## src/hdl/ir_remote_pkg.sv

```systemverilog
// constants for the infrared remote unit and its interrupt-controller slice
package ir_remote_pkg;
    // ==========================================================
    // register map (byte addresses, 8-bit registers)
    localparam logic [15:0] ir_config_addr = 16'h5340;
    localparam logic [15:0] ir_clock_select_addr = 16'h5341;
    localparam logic [15:0] carrier_high_length_addr = 16'h5342;
    localparam logic [15:0] carrier_low_length_addr = 16'h5343;
    localparam logic [15:0] ir_data_bit_addr = 16'h5344;
    localparam logic [15:0] pulse_length_counter_addr = 16'h5345;
    localparam logic [15:0] ir_irq_mask_addr = 16'h5346;
    localparam logic [15:0] ir_irq_flags_addr = 16'h5347;
    // interrupt controller slice
    localparam logic [15:0] ctrl_flag_addr = 16'h4300;
    localparam logic [15:0] ctrl_enable_addr = 16'h4302;
    localparam logic [15:0] ctrl_level_addr = 16'h4312;
    localparam int ctrl_unit_bit = 13;
    localparam int ctrl_level_lsb = 8;
    // ==========================================================
    // field positions
    localparam int enable_bit = 0;
    localparam int direction_bit = 1;
    localparam int underflow_bit = 0;
    localparam int rise_bit = 1;
    localparam int fall_bit = 2;
    localparam int carrier_sel_lsb = 4;
    localparam int counter_sel_lsb = 0;
    // ==========================================================
    // masks and reset values
    localparam logic [7:0] config_mask = 8'h03;
    localparam logic [7:0] flag_mask = 8'h07;
    localparam logic [7:0] carrier_len_mask = 8'h3F;
    localparam logic [7:0] data_bit_mask = 8'h01;
    localparam logic [7:0] reg_reset = 8'h00;
    localparam logic [3:0] reserved_select = 4'hF;
    localparam logic [2:0] level_reset = 3'h0;
    // ==========================================================
    // vector
    localparam logic [7:0] unit_vector_number = 8'h11;
    localparam logic [15:0] unit_vector_address = 16'h8044;
    // ==========================================================
    // edge filter: level must be seen on this many sample ticks
    localparam logic [1:0] filter_samples = 2'h2;
endpackage : ir_remote_pkg

```

## src/hdl/ir_remote_unit.sv

```systemverilog
// infrared remote unit: registers, prescaler, edge and underflow events
//
// The implementer's own choice: register access over Avalon-MM.
`timescale 1ns/1ps

// Notes on behaviour
// - falling edge on receive pin sets falling-edge flag bit 2
// - falling-edge enable low: flag never set, no request from it
// - any enabled flag set drives request line to controller flag
// - writing one clears a flag; handler clears both flags
// - controller flag bit 13 set on every request, enable ignored
// - request reaches core only while controller enable bit 13 is one
// - three-bit level field bits 10:8 gives priority zero to seven
// - core accepts if enabled, core enable, level above current, none higher
// - interrupt uses vector 17 at address 0x8044
// - eight byte registers from 0x5340 to 0x5347
// - configuration bit 1 picks receive when one, resets to zero
// - configuration bit 0 enables unit, clearing stops all, resets zero
// - carrier clock is peripheral clock over two to the code
// - counter clock select uses the same divide encoding
// - counter clock select sits in bits 3:0
// - counter reaching zero sets underflow flag bit 0 if enabled
// - rising edge sets rise flag bit 1 if enabled
// - edge counts only when new level held two sample ticks
module ir_remote_unit (
    input wire logic clk,
    input wire logic srst,
    input wire logic clk_en,
    input wire logic [15:0] address,
    input wire logic read,
    input wire logic write,
    input wire logic [7:0] writedata,
    output logic [7:0] readdata,
    output logic waitrequest,
    input wire logic ir_receive_pin,
    output logic ir_transmit_pin,
    input wire logic core_irq_enable_bit,
    input wire logic [2:0] core_level_field,
    input wire logic higher_pending,
    output logic unit_request,
    output logic core_irq_take,
    output logic [7:0] core_vector_number,
    output logic [15:0] core_vector_address
);
    // ==========================================================
    // registers
    logic [7:0] ir_config;
    logic [7:0] ir_clock_select;
    logic [5:0] carrier_high_length;
    logic [5:0] carrier_low_length;
    logic ir_data_bit;
    logic [7:0] pulse_length_count;
    logic [2:0] ir_irq_mask;
    logic [2:0] ir_irq_flags;
    logic ctrl_unit_flag;
    logic ctrl_unit_enable;
    logic [2:0] ctrl_unit_level;
    logic [13:0] prescaler;
    logic carrier_tick;
    logic counter_tick;
    logic [1:0] sample_hist;
    logic filtered_level;
    logic filter_armed;
    logic rise_event;
    logic fall_event;
    logic underflow_event;
    logic [5:0] carrier_count;
    logic carrier_phase;
    logic bus_ack;
    logic any_flag;
    logic wr_go;

    logic unit_on;
    logic receiving;
    assign unit_on = ir_config[ir_remote_pkg::enable_bit];
    assign receiving = ir_config[ir_remote_pkg::direction_bit];
    // one-cycle bus answer: waitrequest low in the cycle after request
    assign wr_go = write && bus_ack;
    // decode a prescaler code into a tick of clk / 2**code
    function automatic logic tick_of(input logic [3:0] code,
                                     input logic [13:0] pre);
        logic t;
        t = 1'b0;
        if (code == 4'h0)
            t = 1'b1;
        else if (code != ir_remote_pkg::reserved_select)
            t = (pre & ((14'h0001 << code) - 14'h0001)) == 14'h0000;
        return t;
    endfunction : tick_of

    // ==========================================================
    // bus slave
    always_ff @(posedge clk)
    begin
        if (srst)
            waitrequest <= 1'b1;
        else if (clk_en)
            waitrequest <= !((read || write) && waitrequest);
    end
    assign bus_ack = !waitrequest;

    always_ff @(posedge clk)
    begin
        if (srst)
            readdata <= ir_remote_pkg::reg_reset;
        else if (clk_en && read && !bus_ack)
        begin
            case (address)
                ir_remote_pkg::ir_config_addr:
                    readdata <= ir_config & ir_remote_pkg::config_mask;
                ir_remote_pkg::ir_clock_select_addr:
                    readdata <= ir_clock_select;
                ir_remote_pkg::carrier_high_length_addr:
                    readdata <= {2'h0, carrier_high_length};
                ir_remote_pkg::carrier_low_length_addr:
                    readdata <= {2'h0, carrier_low_length};
                ir_remote_pkg::ir_data_bit_addr:
                    readdata <= {7'h00, ir_data_bit};
                ir_remote_pkg::pulse_length_counter_addr:
                    readdata <= pulse_length_count;
                ir_remote_pkg::ir_irq_mask_addr:
                    readdata <= {5'h00, ir_irq_mask};
                ir_remote_pkg::ir_irq_flags_addr:
                    readdata <= {5'h00, ir_irq_flags};
                ir_remote_pkg::ctrl_flag_addr:
                    readdata <= {2'h0, ctrl_unit_flag, 5'h00};
                ir_remote_pkg::ctrl_enable_addr:
                    readdata <= {2'h0, ctrl_unit_enable, 5'h00};
                ir_remote_pkg::ctrl_level_addr:
                    readdata <= {5'h00, ctrl_unit_level};
                default:
                    readdata <= ir_remote_pkg::reg_reset;
            endcase
        end
    end

    // ==========================================================
    // configuration registers
    always_ff @(posedge clk)
    begin
        if (srst)
        begin
            ir_config <= ir_remote_pkg::reg_reset;
            ir_clock_select <= ir_remote_pkg::reg_reset;
            carrier_high_length <= 6'h00;
            carrier_low_length <= 6'h00;
            ir_irq_mask <= 3'h0;
            ctrl_unit_enable <= 1'b0;
            ctrl_unit_level <= ir_remote_pkg::level_reset;
        end
        else if (clk_en && wr_go)
        begin
            case (address)
                ir_remote_pkg::ir_config_addr:
                    ir_config <= writedata & ir_remote_pkg::config_mask;
                ir_remote_pkg::ir_clock_select_addr:
                    ir_clock_select <= writedata;
                ir_remote_pkg::carrier_high_length_addr:
                    carrier_high_length <= writedata[5:0];
                ir_remote_pkg::carrier_low_length_addr:
                    carrier_low_length <= writedata[5:0];
                ir_remote_pkg::ir_irq_mask_addr:
                    ir_irq_mask <= writedata[2:0];
                ir_remote_pkg::ctrl_enable_addr:
                    ctrl_unit_enable <= writedata[5];
                ir_remote_pkg::ctrl_level_addr:
                    ctrl_unit_level <= writedata[2:0];
                default:
                    ir_config <= ir_config;
            endcase
        end
    end

    // ==========================================================
    // prescaler and clock selects
    always_ff @(posedge clk)
    begin
        if (srst || (clk_en && !unit_on))
            prescaler <= 14'h0000;
        else if (clk_en)
            prescaler <= prescaler + 14'h0001;
    end
    assign carrier_tick = unit_on &&
        tick_of(ir_clock_select[ir_remote_pkg::carrier_sel_lsb +: 4],
                prescaler);
    assign counter_tick = unit_on &&
        tick_of(ir_clock_select[ir_remote_pkg::counter_sel_lsb +: 4],
                prescaler);

    // ==========================================================
    // receive edge filter on carrier clock samples
    always_ff @(posedge clk)
    begin
        if (srst)
        begin
            sample_hist <= 2'h0;
            filtered_level <= 1'b0;
            filter_armed <= 1'b0;
        end
        else if (clk_en)
        begin
            if (!(unit_on && receiving))
                filter_armed <= 1'b0;
            else if (carrier_tick)
            begin
                sample_hist <= {sample_hist[0], ir_receive_pin};
                if (sample_hist[0] == ir_receive_pin)
                begin
                    filtered_level <= ir_receive_pin;
                    filter_armed <= 1'b1;
                end
            end
        end
    end
    assign rise_event = unit_on && receiving && carrier_tick &&
        filter_armed && sample_hist[0] && ir_receive_pin && !filtered_level;
    assign fall_event = unit_on && receiving && carrier_tick &&
        filter_armed && !sample_hist[0] && !ir_receive_pin && filtered_level;

    // ==========================================================
    // data bit and length counter
    always_ff @(posedge clk)
    begin
        if (srst)
            ir_data_bit <= 1'b0;
        else if (clk_en && unit_on && receiving && carrier_tick &&
                 sample_hist[0] == ir_receive_pin)
            ir_data_bit <= ir_receive_pin;
        else if (clk_en && wr_go && address == ir_remote_pkg::ir_data_bit_addr)
            ir_data_bit <= writedata[0];
    end

    assign underflow_event = counter_tick && pulse_length_count == 8'h01;
    always_ff @(posedge clk)
    begin
        if (srst)
            pulse_length_count <= ir_remote_pkg::reg_reset;
        else if (clk_en && wr_go &&
                 address == ir_remote_pkg::pulse_length_counter_addr)
            pulse_length_count <= writedata;
        else if (clk_en && counter_tick && pulse_length_count != 8'h00)
            pulse_length_count <= pulse_length_count - 8'h01;
    end

    // ==========================================================
    // carrier modulated transmit output
    always_ff @(posedge clk)
    begin
        if (srst || (clk_en && !(unit_on && !receiving)))
        begin
            carrier_count <= 6'h00;
            carrier_phase <= 1'b1;
        end
        else if (clk_en && carrier_tick)
        begin
            if (carrier_count == (carrier_phase ? carrier_high_length
                                                : carrier_low_length))
            begin
                carrier_count <= 6'h00;
                carrier_phase <= !carrier_phase;
            end
            else
                carrier_count <= carrier_count + 6'h01;
        end
    end
    always_ff @(posedge clk)
    begin
        if (srst)
            ir_transmit_pin <= 1'b0;
        else if (clk_en)
            ir_transmit_pin <= unit_on && !receiving && ir_data_bit &&
                carrier_phase;
    end

    // ==========================================================
    // flags; set wins over clear
    always_ff @(posedge clk)
    begin
        if (srst)
            ir_irq_flags <= 3'h0;
        else if (clk_en)
        begin
            ir_irq_flags <= (ir_irq_flags &
                ~((wr_go && address == ir_remote_pkg::ir_irq_flags_addr)
                  ? writedata[2:0] : 3'h0)) |
                (ir_irq_mask & {fall_event, rise_event, underflow_event});
        end
    end

    // ==========================================================
    // request line
    assign any_flag = |(ir_irq_flags & ir_irq_mask);
    always_ff @(posedge clk)
    begin
        if (srst)
            unit_request <= 1'b0;
        else if (clk_en)
            unit_request <= any_flag;
    end

    // controller flag, set wins over clear
    always_ff @(posedge clk)
    begin
        if (srst)
            ctrl_unit_flag <= 1'b0;
        else if (clk_en)
            ctrl_unit_flag <= unit_request || (ctrl_unit_flag &&
                !(wr_go && address == ir_remote_pkg::ctrl_flag_addr &&
                  writedata[5]));
    end

    always_ff @(posedge clk)
    begin
        if (srst)
        begin
            core_irq_take <= 1'b0;
            core_vector_number <= 8'h00;
            core_vector_address <= 16'h0000;
        end
        else if (clk_en)
        begin
            core_irq_take <= ctrl_unit_flag && ctrl_unit_enable &&
                core_irq_enable_bit && ctrl_unit_level > core_level_field &&
                !higher_pending;
            core_vector_number <= ir_remote_pkg::unit_vector_number;
            core_vector_address <= ir_remote_pkg::unit_vector_address;
        end
    end

    // ==========================================================
    // checks
    // masked fall
    a_fall_masked: assert property (@(posedge clk) disable iff (srst)
        clk_en && !ir_irq_mask[2] && !ir_irq_flags[2] |=> !ir_irq_flags[2])
        else $error("fall flag set while masked");
    a_request_follow: assert property (@(posedge clk) disable iff (srst)
        clk_en && any_flag |=> unit_request)
        else $error("request missing");
    a_ctrl_flag_set: assert property (@(posedge clk) disable iff (srst)
        clk_en && unit_request |=> ctrl_unit_flag)
        else $error("controller flag not set");
    a_core_gate: assert property (@(posedge clk) disable iff (srst)
        core_irq_take |-> $past(ctrl_unit_enable))
        else $error("take without enable");
    a_off_quiet: assert property (@(posedge clk) disable iff (srst)
        clk_en && !unit_on |=> (ir_irq_flags & ~$past(ir_irq_flags)) == 3'h0)
        else $error("event while disabled");
    a_underflow_set: assert property (@(posedge clk) disable iff (srst)
        clk_en && underflow_event && ir_irq_mask[0] |=> ir_irq_flags[0])
        else $error("underflow flag missing");
    a_fall_set: assert property (@(posedge clk) disable iff (srst)
        clk_en && fall_event && ir_irq_mask[2] |=> ir_irq_flags[2])
        else $error("fall flag missing");
    a_config_zero: assert property (@(posedge clk) disable iff (srst)
        (ir_config & ~ir_remote_pkg::config_mask) == 8'h00)
        else $error("reserved config bit set");
endmodule : ir_remote_unit

```

## config.mk

```make
export PLATFORM = sky130hd
export DESIGN_NAME = ir_remote_unit
export DESIGN_NICKNAME = d
export VERILOG_FILES = /design/src/hdl/ir_remote_pkg.sv /design/src/hdl/ir_remote_unit.sv
export SDC_FILE = /design/constraint.sdc
export NUM_CORES = 1
export LEC_CHECK = 0
export ABC_AREA = 1
export BUFFER_PORTS_ARGS = -buffer_cell sky130_fd_sc_hd__buf_4
export CAP_MARGIN = 20
export CELL_PAD_IN_SITES_DETAIL_PLACEMENT = 1
export CELL_PAD_IN_SITES_GLOBAL_PLACEMENT = 2
export CORE_MARGIN = 5
export CORE_UTILIZATION = 29
export DETAILED_ROUTE_END_ITERATION = 10
export GPL_TIMING_DRIVEN = 0
export PLACE_DENSITY = 0.87
export SYNTH_ARGS = -nofsm -noshare
export SYNTH_HDL_FRONTEND = slang
export SYNTH_SLANG_ARGS = --single-unit
```

## constraint.sdc

```tcl
create_clock -name clk -period 1.95 [get_ports clk]
set_input_delay 0.195 -clock clk [delete_from_list [all_inputs] [get_ports clk]]
set_output_delay 0.195 -clock clk [all_outputs]
set_load 0.01 [all_outputs]
```

==> impl_metrics.py, run 1 <==
metrics = {
    "power": {
        "vdd_ir_drop_max_uv": 421,
        "clkPwrFrac_pct": 47.9,
        "power_frac_comb_pct": 8.0,
        "power.switching_w": 0.000910,
        "swShare_pct": 24.8,
        "p_total_w": 0.00367,
        "p_leak_nw": 2.84,
        "power_density_nw_per_um2": 541,
        "power_frac_seq_pct": 44.1,
        "p_int_w": 0.00276,
    },
    "global_route": {
        "antenna_found_initial": 0,
        "grt_overflow_total": 0,
        "grt_pass1_wl_um": 30100,
        "grtUsageTotal_pct": 17.6,
        "grt_pass1_vias": 5527,
        "grt_max_degree": 14,
    },
    "flow_run": {
        "max_cap_violations": 0,
    },
    "drt": {
        "vias": 5645,
        "route.detailed.wl_per_inst_um": 16.6,
        "routed_wl_um": 18900,
        "route.detailed.drc": 0,
        "first_iter_violations": 247,
        "ant_nets": 0,
        "first_pass_iters": 4,
        "vias_per_cell": 4.96,
    },
    "setup_path": {
        "cp-startpoint": "ir_clock_select[6]$_SDFFE_PP0P_",
        "arrival_ns": 2.55,
        "cp_cell_sequence": "inv_8, nand2_8, nor2_4, inv_2, ha_4, nor2_2, nor2_1, nand3_1, nor2_1, nand2_1, nor2_2, nand3_2, nand2_4, buf_6, nand4_1, a21oi_1",
        "cp.required_ns": 2.23,
        "end_kind": "flip-flop",
        "crit_path_start_kind": "flip-flop",
        "reg2reg_to": "ir_data_bit$_SDFFE_PP0P_",
        "slowest_delay_ns": 0.38,
        "ff2ff_path_depth": 16,
        "critPathMaxFanout": 5,
        "path_class": "reg -> reg",
        "slowest_stage": "dfxtp_4",
        "r2r_start": "ir_clock_select[6]$_SDFFE_PP0P_",
        "rrSetupSlack_ns": -0.33,
    },
    "timing": {
        "setup_ws_ns": -0.325,
        "relSlewSlack_pct": 44.3,
        "period_share_pct": 117,
        "fin_worst_skew_ns": 0.0113,
        "worst_pin_slew_ns": 0.836,
        "drv_slew": 0,
        "finalHoldViolCount": 0,
        "max_freq_mhz": 440,
        "setup_viol": 22,
        "layout_min_cycle_time_ns": 2.28,
        "rsz0062_at_grt": "yes",
    },
    "synth": {
        "async_flop_share_pct": 0,
        "synthFlopType": "dfxtp_1",
        "netlist_instances": 804,
        "yosysSeqAreaShare_pct": 29.8,
        "synth_edf_count": 0,
        "synthMuxAreaShare_pct": 0,
        "synthAdderAreaFrac_pct": 2.12,
        "syn_avg_cell_area_um2": 6.61,
        "synth_top_family_by_area": "simple AND/OR/NAND/NOR gates",
        "synthXorXnorAreaFrac_pct": 2.47,
        "synth-seq-cells": 79,
        "synthSimpleGateAreaFrac_pct": 37.2,
        "ys_warn_count": 0,
        "synth_area_um2": 5310,
        "synth.distinct_cells": 43,
        "synth-compound-area-share_pct": 15.7,
    },
    "floorplanning": {
        "rows": 49,
        "dieArea_um2": 21100,
        "die_h_um": 145,
        "io-pin-count": 71,
        "die-width_um": 145,
        "start_util_pct": 29.5,
        "core_um2": 18000,
    },
    "cells_and_area": {
        "layout.nets": 947,
        "drive_gt1_share_pct": 24.4,
        "final_area_um2": 6790,
        "num-fill-cells": 2312,
        "areaGrowthSynthToFinish_pct": 27.7,
        "layout_common_cells": "nand2_1, buf_4, inv_1, nor2_1, dfxtp_1",
        "mostFrequentLayoutCell": "nand2_1",
        "n_antenna_cell": 0,
    },
    "worst_hold_path": {
        "whs_endpoint": "sample_hist[0]$_SDFFE_PP0P_",
        "min_from": "ir_receive_pin",
        "hold_class": "in -> reg",
        "hold_depth": 3,
    },
    "clock_network": {
        "clock_sinks": 79,
        "clkSlewWorstSetupHoldPaths_ns": 0.06,
        "cts_buffer_depth": 2,
        "clkLatencyLatePin_ns": 0.35,
        "cts_hold_buf": 0,
        "cts_buffers": 9,
        "cts_root_buffer": "clkbuf_16",
        "cts_tree": "built",
        "htreeDepth": 3,
    },
    "placement": {
        "dp_hpwl_um": 14400,
        "placed_cell_area_um2": 6120,
        "port_buffers": 49,
        "gp_congestion": 0.823,
    },
    "status": {
        "violations": "setup timing",
        "status": "complete, but fails checks",
    },
}
==> through the flow <==
stage                     setup WS, ns  hold slack [ns]  setup TNS [ns]  std cells  util (%)
after detailed placement        -0.500            0.460          -10.10       1100      34.0
after global placement          -0.460            0.459           -8.82       1100      34.0
after floorplan                -0.0290            0.348         -0.0861        822         -
after global routing            -0.520            0.174           -7.68       1137      37.6
final                           -0.325            0.156           -4.45       1137      37.6
after CTS                       -0.327            0.146           -4.80       1131      36.9
==> cell usage after synthesis, types with 5 or more instances <==
cell      instances  area share [%]
a21oi_1          55             5.2
ha_1              9             2.1
o22ai_1           8            0.94
nand2_2          16             1.9
a211oi_1         15             2.1
nand2_1         156              11
nand3_1          73             6.9
nand4_1          26             3.1
nor3_1           13             1.2
nor2_1           85             6.0
o21ai_0          44             4.1
xor2_1           11             1.8
o21ai_1           7            0.66
buf_2            10            0.94
inv_1            84             5.9
nor3_2            5            0.94
dfxtp_1          79              30
buf_4            28             4.0
a21oi_2           8             1.3
inv_2            12            0.85
clkbuf_1          9            0.64
nor2_2            6            0.71
==> metal layers <==
metal / vias to the layer above / part of all wire [%] / global-route usage (%)
li1: 2845 / - / -
met1: 2690 / 48 / 24.5
met2: 92 / 47 / 28.3
met3: 18 / 3.6 / 2.52
met4: 0 / 1.5 / 5.13
met5: - / 0 / 0
==> power by group through the flow <==
| stage | Combinational [W] | Sequential (W) | Clock [W] |
|---|---|---|---|
| CTS | 0.000293 | 0.00162 | 0.00179 |
| finish | 0.000294 | 0.00162 | 0.00176 |
| global route | 0.000321 | 0.00162 | 0.00185 |
| floorplan | 0.000156 | 0.00166 | 0 |
| global placement | 0.000288 | 0.00166 | 0 |
| detailed placement | 0.000292 | 0.00166 | 0 |
==> cell type report <==
cell class	instances	area, µm²	share of cell area [%]
Multi-Input combinational cell	598	3330	49.1
Timing Repair Buffer	72	564	8.32
Clock inverter	4	55.1	0.811
Buffer	46	315	4.65
Sequential cell	79	1600	23.6
Clock buffer	12	246	3.63
Inverter	97	384	5.66
Tap cell	229	287	4.22
==> state kept, by name, indices dropped and copies added (netlist names), 2 cells and up <==
signal	flops
ir_irq_flags	3
carrier_low_length	6
ir_clock_select	8
readdata	8
ctrl_unit_level	3
ir_config	2
pulse_length_count	8
carrier_count	6
ir_irq_mask	3
prescaler	14
carrier_high_length	6
==> kinds of logic after synthesis <==
family                     Yosys count
AOI/OAI and AO/OA                  147
xor gates and xnor gates            15
adders and majority gates            9
buffers and inverters              146
DFF                                 79
other                                1
and+or+nand+nor                    407
==> worst max-delay path: cells and delay by family, from the launching register on <==
family                   cells  cell delay [ns]
AND/OR/NAND/NOR             11             1.12
flip-flops                   1             0.38
buffers and inverters        3             0.26
adder cells (fa/ha/maj)      1             0.26
AO/OA/AOI/OAI                1             0.18
==> how the worst max path moves through the flow <==
| stage | endpoint | cells past startpoint |
|---|---|---|
| after detailed placement | ir_irq_flags[1]$_SDFFE_PP0P_ | 16 |
| final | ir_data_bit$_SDFFE_PP0P_ | 16 |
| after global placement | ir_irq_flags[1]$_SDFFE_PP0P_ | 16 |
| after floorplan | carrier_count[2]$_SDFFE_PP0P_ | 17 |
| after global routing | ir_data_bit$_SDFFE_PP0P_ | 16 |
| after CTS | ir_irq_flags[2]$_SDFFE_PP0P_ | 17 |
==> repair_timing <==
| action | in CTS | in global routing |
|---|---|---|
| setup endpoints to repair | 23 | 24 |
| gates resized for setup | 29 | 25 |
| gates cloned | 2 | 0 |
| pin swaps | 23 | 21 |
| buffers inserted | 14 | 8 |
Note: power is estimated with default switching activity, not from simulation.
==> run 2: changes to the inputs <==
- CELL_PAD_IN_SITES_GLOBAL_PLACEMENT: 2 -> 1
- CORE_MARGIN: 5 -> 10
- CORE_UTILIZATION: 29 -> 30
- CTS_CLUSTER_DIAMETER: unset -> 50
- PLACE_DENSITY: 0.87 -> 0.74
==> impl_metrics.py, run 2 (same netlist as run 1, synthesis figures left out) <==
metrics = {
    "worst_hold_path": {
        "min_from": "writedata[4]",
        "whs_endpoint": "carrier_high_length[4]$_SDFFE_PP0P_",
        "hold_class": "in -> reg",
        "hold_depth": 3,
    },
    "timing": {
        "setup_ws_ns": -0.266,
        "worst_pin_slew_ns": 0.761,
        "rsz0062_at_grt": "yes",
        "drv_slew": 0,
        "max_freq_mhz": 451,
        "setup_viol": 21,
        "finalHoldViolCount": 0,
        "relSlewSlack_pct": 49.2,
        "period_share_pct": 114,
        "layout_min_cycle_time_ns": 2.22,
        "fin_worst_skew_ns": 0.0106,
    },
    "power": {
        "p_leak_nw": 2.86,
        "vdd_ir_drop_max_uv": 396,
        "power_density_nw_per_um2": 553,
    },
    "cells_and_area": {
        "num-fill-cells": 2255,
        "drive_gt1_share_pct": 25.0,
        "final_cell_count_no_fill": 1137,
        "final_area_um2": 6790,
        "mostFrequentLayoutCell": "nand2_1",
        "n_antenna_cell": 0,
        "areaGrowthSynthToFinish_pct": 27.8,
        "largest_register": "prescaler",
        "layout_common_cells": "nand2_1, buf_4, inv_1, nor2_1, dfxtp_1",
        "layout.nets": 951,
        "largest_register_ffs": 14,
    },
    "drt": {
        "route.detailed.wl_per_inst_um": 16.8,
        "vias_per_cell": 4.98,
        "ant_nets": 0,
        "first_pass_iters": 4,
        "route.detailed.drc": 0,
        "wl_met3_um": 698,
        "met2_length_um": 9440,
        "routed_wl_um": 19100,
        "top_layer_used": "met4",
        "first_iter_violations": 344,
        "drt-met1-wl_um": 8660,
        "vias": 5664,
    },
    "clock_network": {
        "clkSlewWorstSetupHoldPaths_ns": 0.07,
        "cts_hold_buf": 0,
        "cts_buffers": 9,
        "cts_root_buffer": "clkbuf_16",
        "htreeDepth": 3,
        "cts_tree": "built",
        "clock_sinks": 79,
        "clkLatencyLatePin_ns": 0.35,
        "cts_buffer_depth": 2,
    },
    "setup_path": {
        "path_common_cell": "nor2_1",
        "reg2reg_to": "filtered_level$_SDFFE_PP0P_",
        "path_class": "reg -> reg",
        "critPathMaxFanout": 3,
        "rrSetupSlack_ns": -0.27,
        "slowest_delay_ns": 0.38,
        "cp_top_family": "simple AND/OR/NAND/NOR gates",
        "crit_path_start_kind": "flip-flop",
        "r2r_start": "ir_clock_select[5]$_SDFFE_PP0P_",
        "slowest_stage": "dfxtp_4",
        "path_buf_inv": 4,
        "cp.required_ns": 2.22,
        "end_kind": "flip-flop",
        "arrival_ns": 2.49,
        "ff2ff_path_depth": 17,
        "cp_cell_sequence": "inv_8, nand2_4, nor2_4, inv_2, ha_4, nor2_1, nor2_1, nand3_1, nor2_1, nand2_1, nor2_2, nand3_2, nand2_4, buf_4, buf_6, nand4_1, a21oi_1",
    },
    "status": {
        "status": "complete, but fails checks",
        "violations": "setup timing",
    },
    "floorplanning": {
        "dieArea_um2": 23400,
        "die-width_um": 153,
        "core_um2": 17400,
        "rows": 48,
        "die_h_um": 153,
        "io-pin-count": 71,
        "start_util_pct": 30.6,
    },
    "flow_run": {
        "max_cap_violations": 0,
    },
    "placement": {
        "dp_cells": 1096,
        "gp_congestion": 0.896,
        "dp_hpwl_um": 14700,
        "port_buffers": 49,
        "placed_cell_area_um2": 6110,
    },
    "global_route": {
        "grt_max_degree": 15,
        "grtUsageTotal_pct": 15.8,
        "grt_pass1_wl_um": 30500,
        "grt_pass1_vias": 5695,
        "antenna_found_initial": 0,
        "grt_overflow_total": 0,
    },
}
-- run 2: metal layers --
layer,vias up,global-route usage [%]
met4,0,4.86
met2,109,27.1
li1,2842,-
met5,-,0
met1,2693,19.5
met3,20,2.97
-- run 2: worst max path at each step --
stage	from	to	cells past startpoint
4_1_cts	ir_clock_select[5]$_SDFFE_PP0P_	carrier_count[4]$_SDFFE_PP0P_	18
5_1_grt	ir_clock_select[5]$_SDFFE_PP0P_	carrier_count[3]$_SDFFE_PP0P_	17
3_3_place_gp	ir_clock_select[7]$_SDFFE_PP0P_	ir_irq_flags[1]$_SDFFE_PP0P_	16
2_1_floorplan	ir_clock_select[6]$_SDFFE_PP0P_	carrier_count[2]$_SDFFE_PP0P_	17
6_report	ir_clock_select[5]$_SDFFE_PP0P_	filtered_level$_SDFFE_PP0P_	17
3_5_place_dp	ir_clock_select[7]$_SDFFE_PP0P_	ir_irq_flags[2]$_SDFFE_PP0P_	16
-- run 2: metrics by stage --
step           total power [W]  worst slack [ns]  hold WS (ns)  util [%]  TNS, ns
6_report               0.00375            -0.266         0.163      39.1    -3.56
5_1_grt                0.00389            -0.419         0.164      39.1    -6.54
4_1_cts                0.00377            -0.335         0.147      38.3    -4.72
3_5_place_dp           0.00195            -0.523         0.462      35.2    -8.64
3_3_place_gp           0.00195            -0.505         0.458      35.2    -8.02
2_1_floorplan          0.00182           -0.0290         0.348         -  -0.0861
-- run 2: power breakdown --
part	switching, W	leakage (nW)	internal (W)
Clock	0.000764	0.153	0.00107
Sequential	0.00000681	0.643	0.00161
Combinational	0.000179	2.06	0.000115
-- run 2: worst register-to-register path, cell delays in order, from the launching register on --
cell and delay, ns:
dfxtp_4 0.38, inv_8 0.07, nand2_4 0.06, nor2_4 0.11, inv_2 0.05, ha_4 0.26, nor2_1 0.03, nor2_1 0.10
nand3_1 0.09, nor2_1 0.11, nand2_1 0.08, nor2_2 0.10, nand3_2 0.10, nand2_4 0.11, buf_4 0.12, buf_6 0.09
nand4_1 0.12, a21oi_1 0.15
-- run 2: area by class of cell --
cell class	count	area, µm²	area share [%]
tap	225	282	4.15
clock buffer	11	253	3.72
inverter	97	387	5.69
sequential	79	1600	23.6
clock inverter	5	63.8	0.940
multi-input combinational	598	3320	48.8
buffer	44	289	4.26
timing repair buffer	78	597	8.79
-- run 2: what timing repair did --
action | 4_1_cts | 5_1_grt
gates resized for setup | 25 | 27
setup buffers | 18 | 11
pin swaps | 24 | 21
cloned | 1 | 0
endpoints found under the setup margin | 23 | 26
